File: src/hdl/t16ca_cfg.svh
// address map, reset values and space limits for the timer16 count/compare access block
`ifndef T16CA_CFG_SVH
`define T16CA_CFG_SVH

// low I/O range as seen by the I/O-port instructions
`define T16CA_IO_FIRST      16'h0000
`define T16CA_IO_LAST       16'h003F
// offset added when a low-range register is reached through data space
`define T16CA_IO_DATA_BIAS  16'h0020
// first data address of the extended I/O area
`define T16CA_EXT_BASE      16'h0060

// low-range registers, I/O offsets
`define T16CA_IO_CMP1B_LO   16'h0028
`define T16CA_IO_CMP1B_HI   16'h0029
`define T16CA_IO_CMP1A_LO   16'h002A
`define T16CA_IO_CMP1A_HI   16'h002B
`define T16CA_IO_CNT1_LO    16'h002C
`define T16CA_IO_CNT1_HI    16'h002D

// extended-area registers, data addresses
`define T16CA_EXT_CMP1C_LO  16'h0078
`define T16CA_EXT_CNT3_LO   16'h0088
`define T16CA_EXT_CNT3_HI   16'h0089

// reset values
`define T16CA_RESET_BYTE    8'h00
`define T16CA_RESET_WORD    16'h0000
// value returned for an unmapped read
`define T16CA_IDLE_BYTE     8'h00

`endif

File: src/hdl/t16ca_pkg.sv
// types shared by the timer16 count/compare access block
package t16ca_pkg;

  // one CPU access request, sampled on the rising edge of clk
  typedef struct packed {
    logic        io_space;  // 1: I/O-port instruction, 0: data-space load/store
    logic [15:0] addr;      // I/O offset or data address
    logic        wr;
    logic        rd;
    logic [7:0]  wdata;
  } t16ca_bus_s;

  // decoded target of an access
  typedef enum logic [3:0] {
    T16CA_SEL_NONE    = 4'h0,
    T16CA_SEL_CMP1B_L = 4'h1,
    T16CA_SEL_CMP1B_H = 4'h2,
    T16CA_SEL_CMP1A_L = 4'h3,
    T16CA_SEL_CMP1A_H = 4'h4,
    T16CA_SEL_CNT1_L  = 4'h5,
    T16CA_SEL_CNT1_H  = 4'h6,
    T16CA_SEL_CMP1C_L = 4'h7,
    T16CA_SEL_CNT3_L  = 4'h8,
    T16CA_SEL_CNT3_H  = 4'h9
  } t16ca_sel_e;

  // timer1 compare match pulses
  typedef struct packed {
    logic a;
    logic b;
    logic c;
  } t16ca_match_s;

endpackage

File: src/hdl/t16ca_reg16.sv
// 16-bit holding register loaded as one word
`include "t16ca_cfg.svh"
`timescale 1ns/100ps
`default_nettype none

module t16ca_reg16
  import t16ca_pkg::*;
(
  input  wire logic        clk,
  input  wire logic        reset,
  input  wire logic        load,
  input  wire logic [15:0] load_value,
  output var  logic [15:0] value
);

  logic [15:0] value_q;

  always_ff @(posedge clk or posedge reset) begin
    if (reset) begin
      value_q <= `T16CA_RESET_WORD;
    end else if (load) begin
      value_q <= load_value;
    end
  end

  assign value = value_q;

endmodule

`default_nettype wire

File: src/hdl/t16ca_counter.sv
// 16-bit up counter with word load and one-tick compare match suppression
`include "t16ca_cfg.svh"
`timescale 1ns/100ps
`default_nettype none

module t16ca_counter
  import t16ca_pkg::*;
(
  input  wire logic        clk,
  input  wire logic        reset,
  input  wire logic        tick,
  input  wire logic        load,
  input  wire logic [15:0] load_value,
  output var  logic [15:0] count,
  output var  logic        block,
  output var  logic        match_enable
);

  logic [15:0] count_q;
  logic        block_q;

  always_ff @(posedge clk or posedge reset) begin
    if (reset) begin
      count_q <= `T16CA_RESET_WORD;
    end else if (load) begin
      count_q <= load_value;
    end else if (tick) begin
      count_q <= count_q + 16'h0001;
    end
  end

  // a write arms the block; the next tick consumes it, a write in the same cycle re-arms
  always_ff @(posedge clk or posedge reset) begin
    if (reset) begin
      block_q <= 1'b0;
    end else if (load) begin
      block_q <= 1'b1;
    end else if (tick) begin
      block_q <= 1'b0;
    end
  end

  assign count        = count_q;
  assign block        = block_q;
  assign match_enable = tick & ~block_q & ~load;

endmodule

`default_nettype wire

File: src/hdl/t16ca_access.sv
// register access for timer1/timer3 counters and timer1 compare values
`include "t16ca_cfg.svh"
`timescale 1ns/100ps
`default_nettype none

module t16ca_access
  import t16ca_pkg::*;
(
  input  wire logic         clk,
  input  wire logic         reset,
  input  wire t16ca_bus_s   bus,
  output var  logic [7:0]   rdata,
  output var  logic         rd_hit,
  input  wire logic         timer1_tick,
  input  wire logic         timer3_tick,
  input  wire logic [7:0]   compare_c_high_in,
  output var  logic [15:0]  timer1_count,
  output var  logic [15:0]  timer3_count,
  output var  logic [15:0]  compare_a,
  output var  logic [15:0]  compare_b,
  output var  logic [7:0]   compare_c_low,
  output var  t16ca_match_s timer1_match,
  output var  logic         timer3_match_block
);

  logic [15:0]  data_addr;
  logic         space_ok;
  t16ca_sel_e   sel;
  logic         rd_req;
  logic [7:0]   temp_q;
  logic [7:0]   rdata_q;
  logic [7:0]   rdata_d;
  logic         rd_hit_q;
  logic [7:0]   cmp_c_low_q;
  t16ca_match_s match_q;
  logic [15:0]  commit_word;
  logic         load_cnt1;
  logic         load_cnt3;
  logic         load_cmp_a;
  logic         load_cmp_b;
  logic [15:0]  cnt1_value;
  logic [15:0]  cnt3_value;
  logic [15:0]  cmp_a_value;
  logic [15:0]  cmp_b_value;
  logic         cnt1_match_en;
  logic         cnt3_block;

  // translate the request into one data address; I/O offsets above the low range are dropped
  always_comb begin
    if (bus.io_space) begin
      space_ok  = (bus.addr <= `T16CA_IO_LAST);
      data_addr = bus.addr + `T16CA_IO_DATA_BIAS;
    end else begin
      space_ok  = 1'b1;
      data_addr = bus.addr;
    end
  end

  // the I/O window maps only onto 0x20..0x5F, so the extended area is unreachable from it
  always_comb begin
    sel = T16CA_SEL_NONE;
    if (space_ok) begin
      unique case (data_addr)
        `T16CA_IO_CMP1B_LO + `T16CA_IO_DATA_BIAS: sel = T16CA_SEL_CMP1B_L;
        `T16CA_IO_CMP1B_HI + `T16CA_IO_DATA_BIAS: sel = T16CA_SEL_CMP1B_H;
        `T16CA_IO_CMP1A_LO + `T16CA_IO_DATA_BIAS: sel = T16CA_SEL_CMP1A_L;
        `T16CA_IO_CMP1A_HI + `T16CA_IO_DATA_BIAS: sel = T16CA_SEL_CMP1A_H;
        `T16CA_IO_CNT1_LO + `T16CA_IO_DATA_BIAS:  sel = T16CA_SEL_CNT1_L;
        `T16CA_IO_CNT1_HI + `T16CA_IO_DATA_BIAS:  sel = T16CA_SEL_CNT1_H;
        `T16CA_EXT_CMP1C_LO: begin
          if (!bus.io_space) begin
            sel = T16CA_SEL_CMP1C_L;
          end
        end
        `T16CA_EXT_CNT3_LO: begin
          if (!bus.io_space) begin
            sel = T16CA_SEL_CNT3_L;
          end
        end
        `T16CA_EXT_CNT3_HI: begin
          if (!bus.io_space) begin
            sel = T16CA_SEL_CNT3_H;
          end
        end
        default: sel = T16CA_SEL_NONE;
      endcase
    end
  end

  // a write takes precedence if both strobes are raised together
  assign rd_req = bus.rd & ~bus.wr;

  // low-byte write commits the latched high byte together with the new low byte
  assign commit_word = {temp_q, bus.wdata};

  assign load_cnt1  = bus.wr & (sel == T16CA_SEL_CNT1_L);
  assign load_cnt3  = bus.wr & (sel == T16CA_SEL_CNT3_L);
  assign load_cmp_a = bus.wr & (sel == T16CA_SEL_CMP1A_L);
  assign load_cmp_b = bus.wr & (sel == T16CA_SEL_CMP1B_L);

  // single latch for every 16-bit register: fed by high-byte writes and low-byte reads
  always_ff @(posedge clk or posedge reset) begin
    if (reset) begin
      temp_q <= `T16CA_RESET_BYTE;
    end else if (bus.wr) begin
      unique case (sel)
        T16CA_SEL_CMP1B_H,
        T16CA_SEL_CMP1A_H,
        T16CA_SEL_CNT1_H,
        T16CA_SEL_CNT3_H: temp_q <= bus.wdata;
        default:          temp_q <= temp_q;
      endcase
    end else if (rd_req) begin
      unique case (sel)
        T16CA_SEL_CMP1B_L: temp_q <= cmp_b_value[15:8];
        T16CA_SEL_CMP1A_L: temp_q <= cmp_a_value[15:8];
        T16CA_SEL_CNT1_L:  temp_q <= cnt1_value[15:8];
        T16CA_SEL_CNT3_L:  temp_q <= cnt3_value[15:8];
        default:           temp_q <= temp_q;
      endcase
    end
  end

  t16ca_counter u_timer1_counter (
    .clk          (clk),
    .reset        (reset),
    .tick         (timer1_tick),
    .load         (load_cnt1),
    .load_value   (commit_word),
    .count        (cnt1_value),
    .block        (),
    .match_enable (cnt1_match_en)
  );

  t16ca_counter u_timer3_counter (
    .clk          (clk),
    .reset        (reset),
    .tick         (timer3_tick),
    .load         (load_cnt3),
    .load_value   (commit_word),
    .count        (cnt3_value),
    .block        (cnt3_block),
    .match_enable ()
  );

  t16ca_reg16 u_compare_a (
    .clk        (clk),
    .reset      (reset),
    .load       (load_cmp_a),
    .load_value (commit_word),
    .value      (cmp_a_value)
  );

  t16ca_reg16 u_compare_b (
    .clk        (clk),
    .reset      (reset),
    .load       (load_cmp_b),
    .load_value (commit_word),
    .value      (cmp_b_value)
  );

  // the high half of compare C lives outside this block, so the low byte stands alone
  always_ff @(posedge clk or posedge reset) begin
    if (reset) begin
      cmp_c_low_q <= `T16CA_RESET_BYTE;
    end else if (bus.wr && sel == T16CA_SEL_CMP1C_L) begin
      cmp_c_low_q <= bus.wdata;
    end
  end

  // compare on the count present at the tick; a pending counter write masks all three units
  always_ff @(posedge clk or posedge reset) begin
    if (reset) begin
      match_q <= '0;
    end else begin
      match_q.a <= cnt1_match_en & (cnt1_value == cmp_a_value);
      match_q.b <= cnt1_match_en & (cnt1_value == cmp_b_value);
      match_q.c <= cnt1_match_en & (cnt1_value == {compare_c_high_in, cmp_c_low_q});
    end
  end

  // read mux: low bytes give the live value, high bytes give the latch
  always_comb begin
    rdata_d = `T16CA_IDLE_BYTE;
    unique case (sel)
      T16CA_SEL_CMP1B_L: rdata_d = cmp_b_value[7:0];
      T16CA_SEL_CMP1A_L: rdata_d = cmp_a_value[7:0];
      T16CA_SEL_CNT1_L:  rdata_d = cnt1_value[7:0];
      T16CA_SEL_CNT3_L:  rdata_d = cnt3_value[7:0];
      T16CA_SEL_CMP1C_L: rdata_d = cmp_c_low_q;
      T16CA_SEL_CMP1B_H,
      T16CA_SEL_CMP1A_H,
      T16CA_SEL_CNT1_H,
      T16CA_SEL_CNT3_H:  rdata_d = temp_q;
      default:           rdata_d = `T16CA_IDLE_BYTE;
    endcase
  end

  always_ff @(posedge clk or posedge reset) begin
    if (reset) begin
      rdata_q  <= `T16CA_IDLE_BYTE;
      rd_hit_q <= 1'b0;
    end else begin
      rdata_q  <= rd_req ? rdata_d : `T16CA_IDLE_BYTE;
      rd_hit_q <= rd_req & (sel != T16CA_SEL_NONE);
    end
  end

  assign rdata              = rdata_q;
  assign rd_hit             = rd_hit_q;
  assign timer1_count       = cnt1_value;
  assign timer3_count       = cnt3_value;
  assign compare_a          = cmp_a_value;
  assign compare_b          = cmp_b_value;
  assign compare_c_low      = cmp_c_low_q;
  assign timer1_match       = match_q;
  assign timer3_match_block = cnt3_block;

endmodule

`default_nettype wire

File: config.mk
export PLATFORM = sky130hd
export DESIGN_NAME = t16ca_access
export DESIGN_NICKNAME = d
export VERILOG_FILES = /design/src/hdl/t16ca_pkg.sv /design/src/hdl/t16ca_reg16.sv /design/src/hdl/t16ca_counter.sv /design/src/hdl/t16ca_access.sv
export VERILOG_INCLUDE_DIRS = /design/src /design/src/hdl
export SDC_FILE = /design/constraint.sdc
export NUM_CORES = 1
export LEC_CHECK = 0
export BUFFER_PORTS_ARGS = -buffer_cell sky130_fd_sc_hd__buf_2
export CORE_MARGIN = 2
export CORE_UTILIZATION = 43
export CTS_CLUSTER_SIZE = 8
export DETAILED_ROUTE_END_ITERATION = 10
export PLACE_DENSITY = 0.65
export SYNTH_ARGS = -nofsm -noshare
export SYNTH_HDL_FRONTEND = slang
export SYNTH_HIERARCHICAL = 1
export SYNTH_SLANG_ARGS = --single-unit
export TNS_END_PERCENT = 1
File: constraint.sdc
create_clock -name clk -period 5.75 [get_ports clk]
set_clock_uncertainty 0.15 [all_clocks]
set_input_delay 1.725 -clock clk [delete_from_list [all_inputs] [get_ports clk]]
set_output_delay 1.725 -clock clk [all_outputs]
set_load 0.02 [all_outputs]
After elaboration in Yosys (flattened, before gate mapping) --
Cells that the tools add are included. Widths: inputs -> output; s select.
Storage, ports and cells: register bits after elaboration 94, input port bits 39, output and inout port bits 85, logic and storage cells 82
Operators by class: $add $sub $neg 3, order comparisons 1, equal/unequal tests 22, mux-type cells 21, bitwise gates (word level) 14, reductions and logical operators 8
Operator list (count):
- $eq 16x7->1 const B | 7
- $mux 16 | 5
- $eq 16x16->1 | 3
- $pmux 8 s6 | 1
- $pmux 4 s9 | 1
- $add 16x1->16 const B | 2
- $eq 16x8->1 const B | 2
- $mux 8 | 4
- $pmux 8 s4 | 1
- $add 16x6->16 const B | 1
- $eq 4x3->1 const B | 4
- $le 16x6->1 const B | 1
- $mux 4 | 3
- $and 1x1->1 | 11
- $eq 4x2->1 const B | 2
- $eq 4x4->1 const B | 2
- $reduce_bool 2->1 | 3
- $mux 1 | 5
- $reduce_bool 5->1 | 1
- $eq 4x1->1 const B | 1
- $reduce_bool 4->1 | 1
- $reduce_or 4->1 | 1
- $mux 3 | 1
- $not 1->1 | 3
- 3 further kinds | 3

Logic depth before layout (Yosys ltp) --
depth in word-level cells 10, gate-level depth with buffers 11, depth with buffers taken out 9

Cells and area by module --
Netlist, hierarchy kept.
Modules (own cells, without submodules):
- t16ca_access | instances 1, cells an instance 290, area an instance 2573.7 um2, sequential area each 700.7 um2
- t16ca_counter | instances 2, cells an instance 98, area an instance 975.9 um2, sequential area each 425.4 um2
- t16ca_reg16 | instances 2, cells an instance 35, area an instance 653.1 um2, sequential area each 400.4 um2

Worst setup path before layout --
No wires, ideal clock.
path kind input -> register, from input port bus[15] (netlist name), to register u_compare_b.value_q[10], in the netlist u_compare_b/value[10], setup time 125 ps, data arrival time 4155 ps, data required time 5475 ps, path slack 1320 ps, stages on the path 10, path buffers 3, cells stage by stage buf_6 -> or4b_4 -> nor4_4 -> a21boi_2 -> a21oi_1 -> nor3b_2 -> and2_1 -> buf_6 -> buf_12 -> mux2_4
Between the ends: longest elaborated chain between the ends 7, elaborated cells between the ends (all ways) 17, those cells by class add/sub: 1; order compare: 1; eq/ne: 10; mux: 4; bitwise: 1
Ends and longest elaborated chain:
- start: declaration | line t16ca_access.sv:11 | input wire t16ca_bus_s bus,
- $add 16x6->16 (no source line)
- $mux 16 | line t16ca_access.sv:50 | if (bus.io_space) begin
- $eq 16x8->1 or $eq 16x7->1 (tied branches) | line t16ca_access.sv:63 | unique case (data_addr)
- $pmux 4 s9 | line t16ca_access.sv:63
- $mux 4 * | line t16ca_access.sv:62 | if (space_ok) begin
- $eq 4x1->1 * | line t16ca_access.sv:99 | assign load_cmp_b = bus.wr & (sel == T16CA_SEL_CMP1B_L);
- $and 1x1->1 * | line t16ca_access.sv:99
- net load_cmp_b | line t16ca_access.sv:40 | logic load_cmp_b;
- end signal: assignment | line t16ca_reg16.sv:20 | value_q <= `T16CA_RESET_WORD;
- end signal: assignment | line t16ca_reg16.sv:22 | value_q <= load_value;
- end: declaration | line t16ca_reg16.sv:16 | logic [15:0] value_q;
Mark *: on every way through the listed nets, which the timed path passes. The rest lies on a longest branch. A chain may end at the register's enable or synchronous reset.

Worst setup path after layout --
from input port bus[15] (netlist name), to register u_timer3_counter.count_q[14], in the netlist u_timer3_counter/count[14]
Between the ends: longest elaborated chain between the ends 8, elaborated cells between the ends (all ways) 19, those cells by class add/sub: 1; order compare: 1; eq/ne: 10; mux: 5; bitwise: 1; reduce/logical: 1
Ends and longest elaborated chain:
- $add 16x6->16 (no source line)
- $mux 16 | line t16ca_access.sv:50
- $eq 16x8->1 or $eq 16x7->1 (tied branches) | line t16ca_access.sv:63
- $pmux 4 s9 | line t16ca_access.sv:63
- $mux 4 * | line t16ca_access.sv:62
- $eq 4x4->1 * | line t16ca_access.sv:97 | assign load_cnt3 = bus.wr & (sel == T16CA_SEL_CNT3_L);
- $and 1x1->1 * | line t16ca_access.sv:97
- net load_cnt3 | line t16ca_access.sv:38 | logic load_cnt3;
- $mux 16 or $reduce_bool 2->1 (tied branches)
- end signal: assignment | line t16ca_counter.sv:24 | count_q <= `T16CA_RESET_WORD;
- end signal: assignment | line t16ca_counter.sv:26 | count_q <= load_value;
- end signal: assignment | line t16ca_counter.sv:28 | count_q <= count_q + 16'h0001;
- end: declaration | line t16ca_counter.sv:19 | logic [15:0] count_q;
Marks and branches as above.

==> summary.md <==
| Metric | Value |
|---|---|
| Most frequent cells in the layout | buf_2 (123), dfrtp_1 (94), nand2_1 (83) |
| Final net count | 715 |
| Most used cell, CP | buf_4 |
| Post-route clock period utilization | 78.2% |
| Post-CTS setup buffer count | 0 |
| Pre-CTS setup slack | 0.991 ns |
| Final setup viols | 0 |
| Hold Path Class | flip-flop to flip-flop |
| Net Sw Power | 0.621 mW |
| Fmax | 222 MHz |
| Biggest cell delay along the critical path | 0.40 ns |
| Fillers | 1262 |
| Syn avg cell area | 10.5 µm² |
| Rows | 42 |
| Pint | 1.26 mW |
| Syn_nets | 597 |
| Worst path slowest cell | a32oi_1 |
| H-tree depth | 3 |
| Die area | 14500 µm² |
| VDD IR max | 0.206 mV |
| Inserted Clock Buffers | 9 |
| Pins Over Slew Limit | 0 |
| Max Buffers Root-to-Sink | 2 |
| Commonest non-fill, non-tap cell in the layout | buf_2 |
| GR Overflow Total | 0 |
| Clk slew on worst S/H paths | 0.06 ns |
| Post-DRT Antenna Nets | 0 |
| Hold buffers post-CTS | 0 |
| Max Cap Viol | 0 |
| Comb power frac | 20.3% |
| Resize count post-CTS | 0 |
| Total clock sinks | 94 |
| Worst skew pair latency | 0.34 ns |
| Setup WS post-layout | 1.25 ns |
| Max FO, Critical Path | 31 |
| Crit-path cells | buf_2 > ha_1 > xor2_1 > o22ai_1 > a32oi_1 > and4_1 > o211a_1 > buf_4 > and2_1 > buf_4 > mux2_2 |
| # IOs | 124 |
| Die Span Y | 120 µm |
| Sw Ratio | 33.0% |
| GRT Util Overall | 25.6% |
| Final hold vios | 0 |
| Crit. End Element | flip-flop |
| Core area | 13200 µm² |
| Outcome | finished clean |
| Via/cell ratio | 5.81 |
| CTS root buffer | clkbuf_16 |
| Sequential cell area | 2350 µm² |
| Area Growth Syn to Fin | 18.4% |
| Via Count | 4964 |
| Number of I/O port buffers | 123 |
| Die Wd | 120 µm |
| Final total power | 1.88 mW |
| Drt pass-1 iters | 9 |
| CP required | 5.82 ns |
| First-pass GRT wire length | 28400 µm |
| Total Wirelength | 18000 µm |
| Drt wl/cell | 21.1 µm |
| PwrDens | 273 nW/µm² |
| Leakage | 3.13 nW |
| CTS tree | yes |
| Least-Margin Pin Slew | 0.908 ns |
| Worst Hold Slack | 0.337 ns |
| Clock network power share | 34.5% |
| RSZ-0062 raised after global routing | no |
| Min Tclk post-route | 4.50 ns |
| Startpoint class of the critical path | primary input |
| DRC violations left | 0 |
| Buf/Inv on CP | 3 |
| Post-Syn Area | 5830 µm² |
| Initial antenna violation count | 0 |
| Sequential power share | 45.2% |
| Vias in the first global route | 4896 |
| Cell family contributing the most delay on the critical path | compound AO/OA/AOI/OAI gates |
| Layout cells sized above 1 | 32.3% |
| Synthesis Warnings | 6 |
| Initial Util | 44.0% |
| Critical path class | primary input to flip-flop |
| Gpl congestion | 0.910 |
| # diodes | 0 |
| Largest net degree at the start of global routing | 32 |
| Multi-input gate area | 3240 µm² |
| WP data arrival | 4.56 ns |
| Initial DRC Count | 584 |
| Post-Synthesis Cells | 555 |
| Rel. slew slack | 39.4% |
| DP Wirelength | 13900 µm |
| Setup TNS | 0 ns |
worst paths after layout:
kind	cells after the start	slack, ns	start	end
max	11	1.25	bus[15]	u_timer3_counter/count[14]
max reg2reg	5	3.62	u_timer1_counter/count[1]	u_timer1_counter/count[14]
min reg2reg	1	0.34	u_timer3_counter/block	u_timer3_counter/block
min in group asynchronous	2	1.25	reset	compare_c_low[5]
max in group asynchronous	3	3.56	reset	rdata[4]
min	1	0.34	u_timer3_counter/block	u_timer3_counter/block
flip-flops by register name, summed over array words and instances (netlist names), 3 cells and up:
register and cells:
u_timer1_counter/count 16, temp_q 8, timer1_match 3, rdata 8, u_timer3_counter/count 16, u_compare_b/value 16, compare_c_low 8, u_compare_a/value 16
routing by layer:
| metal | share of wire (%) | global-route usage (%) |
|---|---|---|
| met1 | 46 | 37.2 |
| met2 | 46 | 39.8 |
| met4 | 1.9 | 6.98 |
| met5 | 0 | 0 |
| met3 | 5.7 | 3.73 |
stage by stage:
step / utilization, % / std cells / area [µm²]
global route: 52.1 / 854 / 6900
CTS: 52.1 / 854 / 6900
floorplan: - / 555 / 5830
finish: 52.1 / 854 / 6900
global placement: 49.6 / 838 / 6570
detailed placement: 49.6 / 838 / 6570
power groups by stage:
| stage | Sequential (mW) | Clock (mW) | Combinational, mW |
|---|---|---|---|
| after floorplan | 0.889 | 0 | 0.205 |
| after CTS | 0.850 | 0.654 | 0.385 |
| after global routing | 0.861 | 0.686 | 0.422 |
| after detailed placement | 0.862 | 0 | 0.384 |
| after global placement | 0.858 | 0 | 0.376 |
| final | 0.850 | 0.649 | 0.383 |
final cells by class:
class,count,share of cell area [%]
Clock buffer,11,3.52
Clock inverter,5,1.20
Inverter,21,1.14
Multi-Input combinational cell,416,47.0
Sequential cell,94,34.1
Tap cell,176,3.19
Timing Repair Buffer,131,9.80
Power figures use the tool's default switching activity.
